--- config.mk ---
export PLATFORM = sky130hd
export DESIGN_NAME = xtc_tx_lane
export DESIGN_NICKNAME = d
export VERILOG_FILES = /design/src/logic/xtc_skid_buf.v /design/src/logic/xtc_serializer.v /design/src/logic/xtc_tx_lane.v
export VERILOG_INCLUDE_DIRS = /design/src /design/src/shared
export SDC_FILE = /design/constraint.sdc
export NUM_CORES = 1
export LEC_CHECK = 0
export ABC_AREA = 1
export ABC_CLOCK_PERIOD_IN_PS = 2300
export BUFFER_PORTS_ARGS = -buffer_cell sky130_fd_sc_hd__buf_2
export CAP_MARGIN = 20
export CORE_MARGIN = 3
export CORE_UTILIZATION = 60
export CTS_BUF_LIST = sky130_fd_sc_hd__clkbuf_8
export DETAILED_ROUTE_END_ITERATION = 8
export HOLD_SLACK_MARGIN = 0.02
export PLACE_DENSITY = 0.8
export SETUP_SLACK_MARGIN = 0.4
export SLEW_MARGIN = 20
export SYNTH_ARGS = -nofsm -noshare
export SYNTH_HDL_FRONTEND = slang
export SYNTH_SLANG_ARGS = --single-unit
--- constraint.sdc ---
create_clock -name mclk -period 2.3 [get_ports mclk]
set_input_delay 0.115 -clock mclk [delete_from_list [all_inputs] [get_ports mclk]]
set_output_delay 0.115 -clock mclk [all_outputs]
set_load 0.02 [all_outputs]
--- src/shared/xtc_consts.vh ---
// How it works
// - control flag low: byte goes out as a data code group unchanged.
// - all-idle column idle bytes become K28.0, K28.3 or K28.5.
// - idle sharing a column with terminate always becomes K28.5.
// - sequence, start, terminate, error map to K28.4, K27.7, K29.7, K30.7.
// - undefined control bytes become K30.7, the invalid marker.
// - reserved control bytes map to their reserved code groups.
// - idle choice between K28.0 and K28.5 follows PRBS x^7+x^6+1.
// - K28.3 inserted after 16 to 31 other idle code groups.
// - serializer loads parallel word, shifts it out least significant bit first.
// - force-idle input puts transmitter in electrical idle, PCIe mode only.
// - lock-to-data wins; lock-to-reference alone; neither selects automatic.
// - unconnected lock inputs default to automatic lock mode.
// - automatic mode switches on phase and frequency-offset detector results.
// - two lock indications: locked to reference, locked to data.
`ifndef XTC_CONSTS_VH
`define XTC_CONSTS_VH

`define XTC_CH_IDLE      8'h07
`define XTC_CH_SEQ       8'h9C
`define XTC_CH_START     8'hFB
`define XTC_CH_TERM      8'hFD
`define XTC_CH_ERR       8'hFE
`define XTC_CH_RES0      8'h1C
`define XTC_CH_RES1      8'h3C
`define XTC_CH_RES2      8'h7C
`define XTC_CH_RES3      8'hBC
`define XTC_CH_RES4      8'hDC
`define XTC_CH_RES5      8'hF7

`define XTC_K28_0        8'h1C
`define XTC_K28_3        8'h7C
`define XTC_K28_4        8'h9C
`define XTC_K28_5        8'hBC
`define XTC_K27_7        8'hFB
`define XTC_K29_7        8'hFD
`define XTC_K30_7        8'hFE

`define XTC_ALIGN_MIN    5'h10
`define XTC_PRBS_SEED    7'h7F
`define XTC_PRBS_TAP_HI  6
`define XTC_PRBS_TAP_LO  5

`define XTC_WORD_W       10
`define XTC_CNT_W        4
`define XTC_SHIFT_RST    10'h000

`define XTC_LOCK_AUTO    2'h0
`define XTC_LOCK_REF     2'h1
`define XTC_LOCK_DATA    2'h2

`define XTC_LOCK_HOLD_NS 100
`define XTC_CLK_PERIOD_NS 5
`define XTC_LOCK_HOLD_CYC (`XTC_LOCK_HOLD_NS / `XTC_CLK_PERIOD_NS)
// last count of the reference-lock hold, one below the cycle count
`define XTC_LOCK_HOLD_LAST 5'h13

`endif

--- src/logic/xtc_skid_buf.v ---
`timescale 1ns/10ps
// two-entry buffer: holds a word while the downstream stalls
module xtc_skid_buf #(
    parameter W = 18
) (
    mclk,
    sys_rst,
    in_valid,
    in_ready,
    in_data,
    out_valid,
    out_ready,
    out_data
);
    input  wire         mclk;
    input  wire         sys_rst;
    input  wire         in_valid;
    output wire         in_ready;
    input  wire [W-1:0] in_data;
    output wire         out_valid;
    input  wire         out_ready;
    output wire [W-1:0] out_data;

    reg [W-1:0] mem_q [0:1];
    reg         wr_q;
    reg         rd_q;
    reg [1:0]   cnt_q;

    wire push = in_valid && (cnt_q != 2'h2);
    wire pop  = (cnt_q != 2'h0) && out_ready;

    assign in_ready  = (cnt_q != 2'h2);
    assign out_valid = (cnt_q != 2'h0);
    assign out_data  = mem_q[rd_q];

    always @(posedge mclk) begin
        if (sys_rst) begin
            wr_q  <= 1'b0;
            rd_q  <= 1'b0;
            cnt_q <= 2'h0;
        end else begin
            if (push) begin
                wr_q <= ~wr_q;
            end
            if (pop) begin
                rd_q <= ~rd_q;
            end
            if (push && !pop) begin
                cnt_q <= cnt_q + 2'h1;
            end else if (pop && !push) begin
                cnt_q <= cnt_q - 2'h1;
            end
        end
    end

    always @(posedge mclk) begin
        if (push) begin
            mem_q[wr_q] <= in_data;
        end
    end
endmodule // xtc_skid_buf

--- src/logic/xtc_serializer.v ---
`timescale 1ns/10ps
`include "xtc_consts.vh"
// loads one parallel word, shifts it out lsb first, one bit per clock
module xtc_serializer (
    mclk,
    sys_rst,
    word_wide,
    in_valid,
    in_ready,
    in_word,
    ser_bit,
    ser_active
);
    input  wire                   mclk;
    input  wire                   sys_rst;
    input  wire                   word_wide;
    input  wire                   in_valid;
    output wire                   in_ready;
    input  wire [`XTC_WORD_W-1:0] in_word;
    output reg                    ser_bit;
    output reg                    ser_active;

    reg [`XTC_WORD_W-1:0] shift_q;
    reg [`XTC_CNT_W-1:0]  left_q;

    assign in_ready = (left_q == 4'h0) || (left_q == 4'h1);

    always @(posedge mclk) begin
        if (sys_rst) begin
            shift_q    <= `XTC_SHIFT_RST;
            left_q     <= 4'h0;
            ser_bit    <= 1'b0;
            ser_active <= 1'b0;
        end else if (in_valid && in_ready) begin
            ser_bit    <= in_word[0];
            shift_q    <= {1'b0, in_word[`XTC_WORD_W-1:1]};
            left_q     <= word_wide ? 4'hA : 4'h8;
            ser_active <= 1'b1;
        end else if (left_q != 4'h0) begin
            ser_bit    <= shift_q[0];
            shift_q    <= {1'b0, shift_q[`XTC_WORD_W-1:1]};
            left_q     <= left_q - 4'h1;
            ser_active <= (left_q != 4'h1);
        end else begin
            ser_active <= 1'b0;
        end
    end
endmodule // xtc_serializer

--- src/logic/xtc_tx_lane.v ---
`timescale 1ns/10ps
`include "xtc_consts.vh"
module xtc_tx_lane (
    mclk,
    sys_rst,
    txd,
    txc,
    col_has_term,
    col_all_idle,
    tx_valid,
    tx_ready,
    word_wide,
    pcie_mode,
    force_elec_idle,
    lock_to_ref,
    lock_to_data,
    data_lock_detector,
    reference_lock_detector,
    cg_data,
    cg_ctrl,
    ser_bit,
    tx_elec_idle,
    clock_recovery_unit_mode,
    locked_to_ref,
    locked_to_data
);
    input  wire       mclk;
    input  wire       sys_rst;
    input  wire [7:0] txd;
    input  wire       txc;
    input  wire       col_has_term;
    input  wire       col_all_idle;
    input  wire       tx_valid;
    output reg        tx_ready;
    input  wire       word_wide;
    input  wire       pcie_mode;
    input  wire       force_elec_idle;
    input  wire       lock_to_ref;
    input  wire       lock_to_data;
    input  wire       data_lock_detector;
    input  wire       reference_lock_detector;
    output reg  [7:0] cg_data;
    output reg        cg_ctrl;
    output reg        ser_bit;
    output reg        tx_elec_idle;
    output reg  [1:0] clock_recovery_unit_mode;
    output reg        locked_to_ref;
    output reg        locked_to_data;

    // two-flop synchronisers for pin-level inputs
    reg [4:0] pin_s1_q;
    reg [4:0] pin_s2_q;
    always @(posedge mclk) begin
        if (sys_rst) begin
            pin_s1_q <= 5'h00;
            pin_s2_q <= 5'h00;
        end else begin
            pin_s1_q <= {force_elec_idle, lock_to_ref, lock_to_data,
                         data_lock_detector, reference_lock_detector};
            pin_s2_q <= pin_s1_q;
        end
    end
    wire fei_s   = pin_s2_q[4];
    wire lref_s  = pin_s2_q[3];
    wire ldata_s = pin_s2_q[2];
    wire pd_s    = pin_s2_q[1];
    wire pfd_s   = pin_s2_q[0];

    // input buffer
    wire       ib_valid;
    wire       ib_ready;
    wire [10:0] ib_data;
    wire       ib_in_ready;
    xtc_skid_buf #(.W(11)) u_in_buf (
        .mclk      (mclk),
        .sys_rst   (sys_rst),
        .in_valid  (tx_valid),
        .in_ready  (ib_in_ready),
        .in_data   ({col_all_idle, col_has_term, txc, txd}),
        .out_valid (ib_valid),
        .out_ready (ib_ready),
        .out_data  (ib_data)
    );
    always @(posedge mclk) begin
        if (sys_rst) begin
            tx_ready <= 1'b0;
        end else begin
            // look-ahead: high exactly when the next offer will be taken
            tx_ready <= (ib_valid && ib_ready) || (ib_in_ready && !(ib_valid && tx_valid));
        end
    end

    wire [7:0] b_d    = ib_data[7:0];
    wire       b_c    = ib_data[8];
    wire       b_term = ib_data[9];

    // idle randomiser and alignment spacing
    reg [6:0] prbs_q;
    reg [4:0] gap_q;
    wire      prbs_fb = prbs_q[`XTC_PRBS_TAP_HI] ^ prbs_q[`XTC_PRBS_TAP_LO];
    wire      is_idle = b_c && (b_d == `XTC_CH_IDLE);

    // encoder
    reg [7:0] enc_d;
    reg       enc_idle_a;
    always @* begin
        enc_d      = `XTC_K30_7;
        enc_idle_a = 1'b0;
        if (!b_c) begin
            enc_d = b_d;
        end else if (b_d == `XTC_CH_IDLE) begin
            if (b_term) begin
                enc_d = `XTC_K28_5;
            end else if (gap_q == 5'h00) begin
                enc_d      = `XTC_K28_3;
                enc_idle_a = 1'b1;
            end else if (prbs_q[0]) begin
                enc_d = `XTC_K28_5;
            end else begin
                enc_d = `XTC_K28_0;
            end
        end else if (b_d == `XTC_CH_SEQ) begin
            enc_d = `XTC_K28_4;
        end else if (b_d == `XTC_CH_START) begin
            enc_d = `XTC_K27_7;
        end else if (b_d == `XTC_CH_TERM) begin
            enc_d = `XTC_K29_7;
        end else if (b_d == `XTC_CH_ERR) begin
            enc_d = `XTC_K30_7;
        end else if ((b_d == `XTC_CH_RES0) || (b_d == `XTC_CH_RES1) || (b_d == `XTC_CH_RES2) ||
                     (b_d == `XTC_CH_RES3) || (b_d == `XTC_CH_RES4) || (b_d == `XTC_CH_RES5)) begin
            enc_d = b_d;
        end
    end

    // output buffer to serializer
    wire       ob_in_ready;
    wire       ob_valid;
    wire       ob_ready;
    wire [8:0] ob_data;
    assign ib_ready = ob_in_ready;
    wire fire = ib_valid && ob_in_ready;

    always @(posedge mclk) begin
        if (sys_rst) begin
            prbs_q <= `XTC_PRBS_SEED;
            gap_q  <= `XTC_ALIGN_MIN;
        end else if (fire && is_idle && !b_term) begin
            prbs_q <= {prbs_q[5:0], prbs_fb};
            if (enc_idle_a) begin
                gap_q <= `XTC_ALIGN_MIN | {1'b0, prbs_q[3:0]};
            end else begin
                gap_q <= gap_q - 5'h01;
            end
        end
    end

    xtc_skid_buf #(.W(9)) u_out_buf (
        .mclk      (mclk),
        .sys_rst   (sys_rst),
        .in_valid  (ib_valid),
        .in_ready  (ob_in_ready),
        .in_data   ({b_c, enc_d}),
        .out_valid (ob_valid),
        .out_ready (ob_ready),
        .out_data  (ob_data)
    );

    // code group word to serializer: control flag rides in bit 8
    wire ser_out;
    wire ser_act;
    xtc_serializer u_ser (
        .mclk       (mclk),
        .sys_rst    (sys_rst),
        .word_wide  (word_wide),
        .in_valid   (ob_valid),
        .in_ready   (ob_ready),
        .in_word    ({1'b0, ob_data}),
        .ser_bit    (ser_out),
        .ser_active (ser_act)
    );

    always @(posedge mclk) begin
        if (sys_rst) begin
            cg_data <= 8'h00;
            cg_ctrl <= 1'b0;
        end else if (ob_valid && ob_ready) begin
            cg_data <= ob_data[7:0];
            cg_ctrl <= ob_data[8];
        end
    end

    // electrical idle, only honoured in pcie mode
    wire elec_idle_d = pcie_mode && fei_s;
    always @(posedge mclk) begin
        if (sys_rst) begin
            tx_elec_idle <= 1'b0;
            ser_bit      <= 1'b0;
        end else begin
            tx_elec_idle <= elec_idle_d;
            ser_bit      <= (elec_idle_d || !ser_act) ? 1'b0 : ser_out;
        end
    end

    // lock mode select and automatic switching
    reg [1:0] mode_d;
    always @* begin
        if (ldata_s) begin
            mode_d = `XTC_LOCK_DATA;
        end else if (lref_s) begin
            mode_d = `XTC_LOCK_REF;
        end else begin
            mode_d = `XTC_LOCK_AUTO;
        end
    end

    reg       auto_data_q;
    reg [4:0] hold_q;
    always @(posedge mclk) begin
        if (sys_rst) begin
            auto_data_q <= 1'b0;
            hold_q      <= 5'h00;
        end else if (!auto_data_q) begin
            if (pfd_s) begin
                if (hold_q == `XTC_LOCK_HOLD_LAST) begin
                    auto_data_q <= 1'b1;
                    hold_q      <= 5'h00;
                end else begin
                    hold_q <= hold_q + 5'h01;
                end
            end else begin
                hold_q <= 5'h00;
            end
        end else if (!pd_s && !pfd_s) begin
            auto_data_q <= 1'b0;
        end
    end

    wire on_data = (mode_d == `XTC_LOCK_DATA) || ((mode_d == `XTC_LOCK_AUTO) && auto_data_q);
    always @(posedge mclk) begin
        if (sys_rst) begin
            clock_recovery_unit_mode <= `XTC_LOCK_AUTO;
            locked_to_ref            <= 1'b0;
            locked_to_data           <= 1'b0;
        end else begin
            clock_recovery_unit_mode <= mode_d;
            locked_to_ref            <= !on_data && pfd_s;
            locked_to_data           <= on_data && pd_s;
        end
    end
endmodule // xtc_tx_lane

Word-level counts from Yosys, hierarchy flattened:

Memory sizes are Yosys's and may differ from the RTL's. A register that Yosys moved wholly into a read port is not among the register bits.
Index checks and enable logic that the tools add are counted.
W data, S select, Z words.

* $add $sub $neg: 7
* equal/unequal tests: 17
* muxes and demuxes: 44
* bitwise gates (word level): 5
* reductions and logical operators: 45

Operators with widths (count)
* $mux W8: 12
* $eq A8 B8 Y1 const B: 7
* $mux W1: 21
* $logic_and A1 B1 Y1: 17
* $mux W5: 3
* $mux W2: 6
* $reduce_bool A2 Y1: 5
* $logic_not A1 Y1: 9
* $logic_or A1 B1 Y1: 9
* $eq A8 B3 Y1 const B: 1
* $eq A8 B5 Y1 const B: 1
* $eq A8 B6 Y1 const B: 1
* $eq A8 B7 Y1 const B: 1
* $mux W4: 2
* $add A5 B1 Y5 const B: 1
* $eq A5 B5 Y1 const B: 1
* $logic_not A5 Y1: 1
* $sub A5 B1 Y5 const B: 1
* $add A2 B1 Y2 const B: 2
* $eq A4 B1 Y1 const B: 1
* $logic_not A4 Y1: 1
* $ne A2 B2 Y1 const B: 2
* $ne A4 B1 Y1 const B: 1
* $not A1 Y1: 4
* 7 further kinds: 8

* bits in registers: 66
* memory bits (writable): 40
* input port bits: 21
* output and inout bits: 16
* logic and storage cells: 144
* memories kept: 2

Memory list
* u_in_buf.mem_q: depth 2, width 11, rd ports 1, clocked after Yosys merged registers in 1, wr ports 1, RTL line xtc_skid_buf.v:24 `reg [W-1:0] mem_q [0:1];`
* u_out_buf.mem_q: depth 2, width 9, rd ports 1, clocked after Yosys merged registers in 1, wr ports 1, RTL line xtc_skid_buf.v:24

Logic depth before layout (Yosys ltp):

* depth after elaboration: 13
* gate-level depth with buffers: 13
* gate-level depth less buffers: 12

By module:

From an unflattened synthesis, not the netlist that was laid out.

* cell total of the unflattened synthesis: 542
* area, all modules: 4842.1 µm²

By module, submodules not included
* xtc_tx_lane: times used 1, cells an instance 280, area each 2001.9 µm², seq. area each 880.8 µm²
* xtc_skid_buf (u_in_buf): times used 1, cells an instance 71, area each 1081.0 µm², seq. area each 760.7 µm²
* xtc_skid_buf (u_out_buf): times used 1, cells an instance 65, area each 905.9 µm², seq. area each 640.6 µm²
* xtc_serializer: times used 1, cells an instance 126, area each 853.3 µm², seq. area each 300.3 µm²

Least setup slack after synthesis:

No wires, ideal clock.

* path kind: register to register
* from: register u_ser.left_q[0]
* to: register u_out_buf.cnt_q[1]
* library setup time: 0.122 ns
* data arrival time: 1.851 ns
* required time: 2.178 ns
* path slack: 0.326 ns
* stages on the path, launching flop included: 12
* path buffers: 1
* period minus slack after synthesis: 1.974 ns
* cells stage by stage: dfxtp_1 -> inv_1 -> ha_1 -> nor2_1 -> nor3_1 -> nand2_1 -> clkbuf_1 -> ha_1 -> a21oi_1 -> o21ai_0 -> o21ai_0 -> a21oi_1

* cells in the longest elaborated chain, start to end: 6
* elaborated cells on any way between the ends: 9
* those cells by class: eq/ne: 1; mux: 1; reduce/logical: 7

RTL lines
* start, declared: RTL line xtc_serializer.v:24 `` reg [`XTC_CNT_W-1:0] left_q; ``
* start signal, assigned: RTL line xtc_serializer.v:37 `left_q <= word_wide ? 4'hA : 4'h8;`
* start signal, assigned: RTL line xtc_serializer.v:42 `left_q <= left_q - 4'h1;`
* $eq A4 B1 Y1 or $logic_not A4 Y1 (tied branches): RTL line xtc_serializer.v:26 `assign in_ready = (left_q == 4'h0) || (left_q == 4'h1);`
* $logic_or A1 B1 Y1 *: RTL line xtc_serializer.v:26
* $logic_and A1 B1 Y1 *: RTL line xtc_skid_buf.v:30 `wire pop = (cnt_q != 2'h0) && out_ready;`
* $logic_not A1 Y1: RTL line xtc_skid_buf.v:48 `if (push && !pop) begin`
* $logic_and A1 B1 Y1: RTL line xtc_skid_buf.v:48
* $mux W2 or $reduce_bool A2 Y1 (tied branches)
* end signal, assigned: RTL line xtc_skid_buf.v:49 `cnt_q <= cnt_q + 2'h1;`
* end signal, assigned: RTL line xtc_skid_buf.v:51 `cnt_q <= cnt_q - 2'h1;`
* end, declared: RTL line xtc_skid_buf.v:27 `reg [1:0] cnt_q;`

Every way passes the cells marked *; elsewhere a longest branch is shown, timed or not.
A chain may end at the register's enable or synchronous reset.

Worst setup path after layout:

* from: register u_in_buf.cnt_q[1]
* to: register u_in_buf.cnt_q[1]

* cells in the longest elaborated chain, start to end: 5
* elaborated cells on any way between the ends: 13
* those cells by class: add/sub: 2; eq/ne: 1; mux: 2; reduce/logical: 8

RTL lines
* start, declared: RTL line xtc_skid_buf.v:27
* start signal, assigned: RTL line xtc_skid_buf.v:49
* start signal, assigned: RTL line xtc_skid_buf.v:51
* $ne A2 B2 Y1 *: RTL line xtc_skid_buf.v:29 `wire push = in_valid && (cnt_q != 2'h2);`
* $logic_and A1 B1 Y1 *: RTL line xtc_skid_buf.v:29
* via u_in_buf.push: RTL line xtc_skid_buf.v:29
* $logic_not A1 Y1: RTL line xtc_skid_buf.v:50 `end else if (pop && !push) begin`
* $logic_and A1 B1 Y1: RTL line xtc_skid_buf.v:50
* $reduce_bool A2 Y1 (no source line)

The timed path passes the listed nets; every way through them passes the cells marked *. The select of a mux whose other input is x is not followed.

==> reports/metrics.yaml <==
cells_and_area:
  final_area_um2: 5220
  fin_util: 0.716
  synthToLayoutAreaGrowth_pct: 15.1
  drive_gt1_frac: 0.210
  layout.nets: 580
  fin_cells: 657
  final_cell_mix: "88 x nand2_1, 67 x dfxtp_1, 64 x inv_1"
  antenna_cells: 0
  layout_commonest_cell: "nand2_1"
grt:
  track_usage: 0.204
  antenna_found_initial: 0
  grt-ovfl-total: 0
  grt_pass1_wl_um: 14100
  grt_max_degree: 36
  grt_pass1_vias: 3178
sta:
  holdWs_ns: 0.0518
  layout_min_cycle_time_ns: 1.83
  tns_ns: 0
  max_slew_margin: 0.427
  maxSlewViolCount: 0
  finalHoldViolations: 0
  tightest_slew_ns: 0.856
  max_freq_mhz: 546
  rsz0062_at_grt: "false"
  skew_ns: 0.00908
  final-setup-viol-count: 0
  fin_crit_sh: 0.797
cts:
  root_buffer: "clkbuf_8"
  clock_latency_ns: 0.37
  clk_pin_slew_ns: 0.10
  tritoncts: "yes"
  cts_buffer_depth: 2
  numCtsBuffers: 9
  cts_max_level: 3
  numClockSinks: 106
detailed_routing:
  viasPerCell: 5.11
  wire_per_inst_um: 12.5
  num_vias: 3356
  firstDrtPassIters: 5
  antenna_violating_nets_post_route: 0
  drt-total-wl_um: 8200
  drt_iter0_drc: 154
  drc_errors: 0
placed_design:
  place_inst: 623
  hpwl_um: 5620
  placedInstanceArea_um2: 4830
  numPortBuffers: 35
  place.gp.congestion: 0.923
worst_setup_path:
  regToRegSetupSlack_ns: 0.47
  reg2regPathDepth: 8
  crit_path_end_kind: "register"
  crit_type: "register to register"
  r2r-start: "u_in_buf.cnt_q[1]"
  startpoint_type: "register"
  crit_arrival_ns: 2.09
  r2r-end: "u_in_buf.cnt_q[1]"
  cp.required_ns: 2.56
  cp_max_fo: 4
synth:
  ys_warn_count: 0
  synth_xor_area_frac: 0.0154
  yosysSeqAreaShare: 0.552
  yosys.area_share.simple: 0.213
  synth_top_family_by_area: "simple AND/OR/NAND/NOR gates"
  ys_types: 38
  syn_area_per_cell_um2: 9.18
  synth_fa_ha_area_frac: 0.0165
  synth_area_um2: 4540
  yosys-mux-area-fraction: 0.0223
  synth_cells: 494
  syn-num-nets: 521
  synth_compound_area_frac: 0.103
  synth_seq_cells: 106
die:
  ios: 37
  dieHeight_um: 93.0
  die_area_um2: 8640
  coreArea_um2: 7290
  rows: 31
  die_x_um: 93.0
  initial_utilization: 0.622
power:
  p_leak_uw: 0.00236
  vdd_drop_max_mv: 0.630
  powerDensity_nw_per_um2: 1130
min_path:
  hp-class: "input port to register"
  min_path_cells: 3
  worstHoldStart: "word_wide"
  min_to: "u_ser.left_q[1]"
run_status:
  status: "finished clean"
run:
  cap_violations: 0
==> power breakdown <==
part           total [uW]  switching [uW]  internal [uW]  leakage (uW)
logic                2250            1420            831       0.00136
clock network        1040             636            403     0.0000950
registers            2620             203           2420      0.000905
==> worst max-delay path: stages (launching register included) <==
cell	delay, ns
dfxtp_1	0.33
inv_1	0.06
o21ai_0	0.38
inv_1	0.15
ha_1	0.34
a21oi_1	0.12
o21ai_0	0.12
o21ai_0	0.18
a21oi_1	0.06
==> sequential cells by signal, indices dropped and copies added (netlist names), 4 cells and up, named ones only <==
signal,flops
u_ser.left_q,4
pin_s1_q,5
pin_s2_q,5
hold_q,5
u_in_buf.mem_q,20
prbs_q,7
cg_data,8
gap_q,5
u_ser.shift_q,8
u_out_buf.mem_q,18
==> per-stage QoR <==
step | total power (uW) | setup slack [ns]
floorplan | 4290 | 0.417
global placement | 4670 | 0.491
detailed placement | 4780 | 0.461
CTS | 5850 | 0.423
global route | 6350 | 0.404
finish | 5910 | 0.468
==> worst max-delay path by stage <==
stage | from | endpoint | slack [ns] | depth (start not counted)
floorplan | u_ser.left_q[1] | u_out_buf.cnt_q[1] | 0.42 | 11
global placement | u_ser.left_q[1] | u_out_buf.cnt_q[1] | 0.49 | 10
detailed placement | u_ser.left_q[1] | u_out_buf.cnt_q[1] | 0.46 | 10
CTS | u_ser.left_q[1] | u_out_buf.cnt_q[1] | 0.42 | 10
global route | u_in_buf.cnt_q[1] | u_in_buf.cnt_q[1] | 0.40 | 8
finish | u_in_buf.cnt_q[1] | u_in_buf.cnt_q[1] | 0.47 | 8
==> metal layers <==
layer  track usage  vias up  wire, um
li1              -     1728         -
met4        0.0672        0       120
met2         0.362       69      4150
met5             0        -         0
met3        0.0455       15       315
met1         0.245     1544      3620
==> cells in the mapped netlist <==
cell	n	share of area
nand2_1	89	0.074
dfxtp_1	68	0.30
inv_1	66	0.055
nor2_1	47	0.039
edfxtp_1	38	0.25
nand3_1	28	0.031
a21oi_1	26	0.029
o21ai_0	19	0.021
o211ai_1	11	0.018
clkbuf_1	10	0.0083
mux2_2	9	0.022
nand2_2	8	0.011
nand2_4	8	0.020
o21ai_1	8	0.0088
ha_1	6	0.017
nor3_1	6	0.0066
nand4_1	5	0.0069
xor2_1	5	0.0097
a21oi_2	4	0.0077
buf_2	3	0.0033
buf_6	3	0.0074
nor2_4	3	0.0074
xnor2_1	3	0.0058
clkinv_2	2	0.0022
inv_2	2	0.0017
nor2_8	2	0.0088
o21a_1	2	0.0033
o21ai_2	2	0.0039
or2_2	2	0.0028
a211oi_1	1	0.0017
a31oi_1	1	0.0014
nand3_4	1	0.0039
nor2_2	1	0.0014
o2111ai_1	1	0.0019
o21ai_4	1	0.0036
o22ai_1	1	0.0014
o31ai_1	1	0.0017
or2_1	1	0.0014
==> kinds of logic after synthesis <==
logic type / Yosys count
buffers and inverters: 86
adders and majority gates: 6
AOI/OAI and AO/OA: 78
xor gates and xnor gates: 8
DFF: 106
muxes: 9
and+or+nand+nor: 201
==> cell type report <==
| cell class | count | area [um2] |
|---|---|---|
| Sequential cell | 106 | 2500 |
| Fill cell | 566 | 2070 |
| Multi-Input combinational cell | 302 | 1720 |
| Timing Repair Buffer | 63 | 429 |
| Inverter | 70 | 272 |
| Clock buffer | 9 | 124 |
| Tap cell | 99 | 124 |
| Clock inverter | 7 | 48.8 |
| Timing Repair inverter | 1 | 7.51 |
==> timing repair <==
| item | 4_1_cts | 5_1_grt |
|---|---|---|
| endpoints found under the setup margin | 0 | 35 |
| setup buffers | 0 | 1 |
| hold endpoints to repair | 26 | 0 |
| hold buffers | 16 | 0 |
| resized for setup | 0 | 10 |
Note: power is estimated with default switching activity, not from simulation.
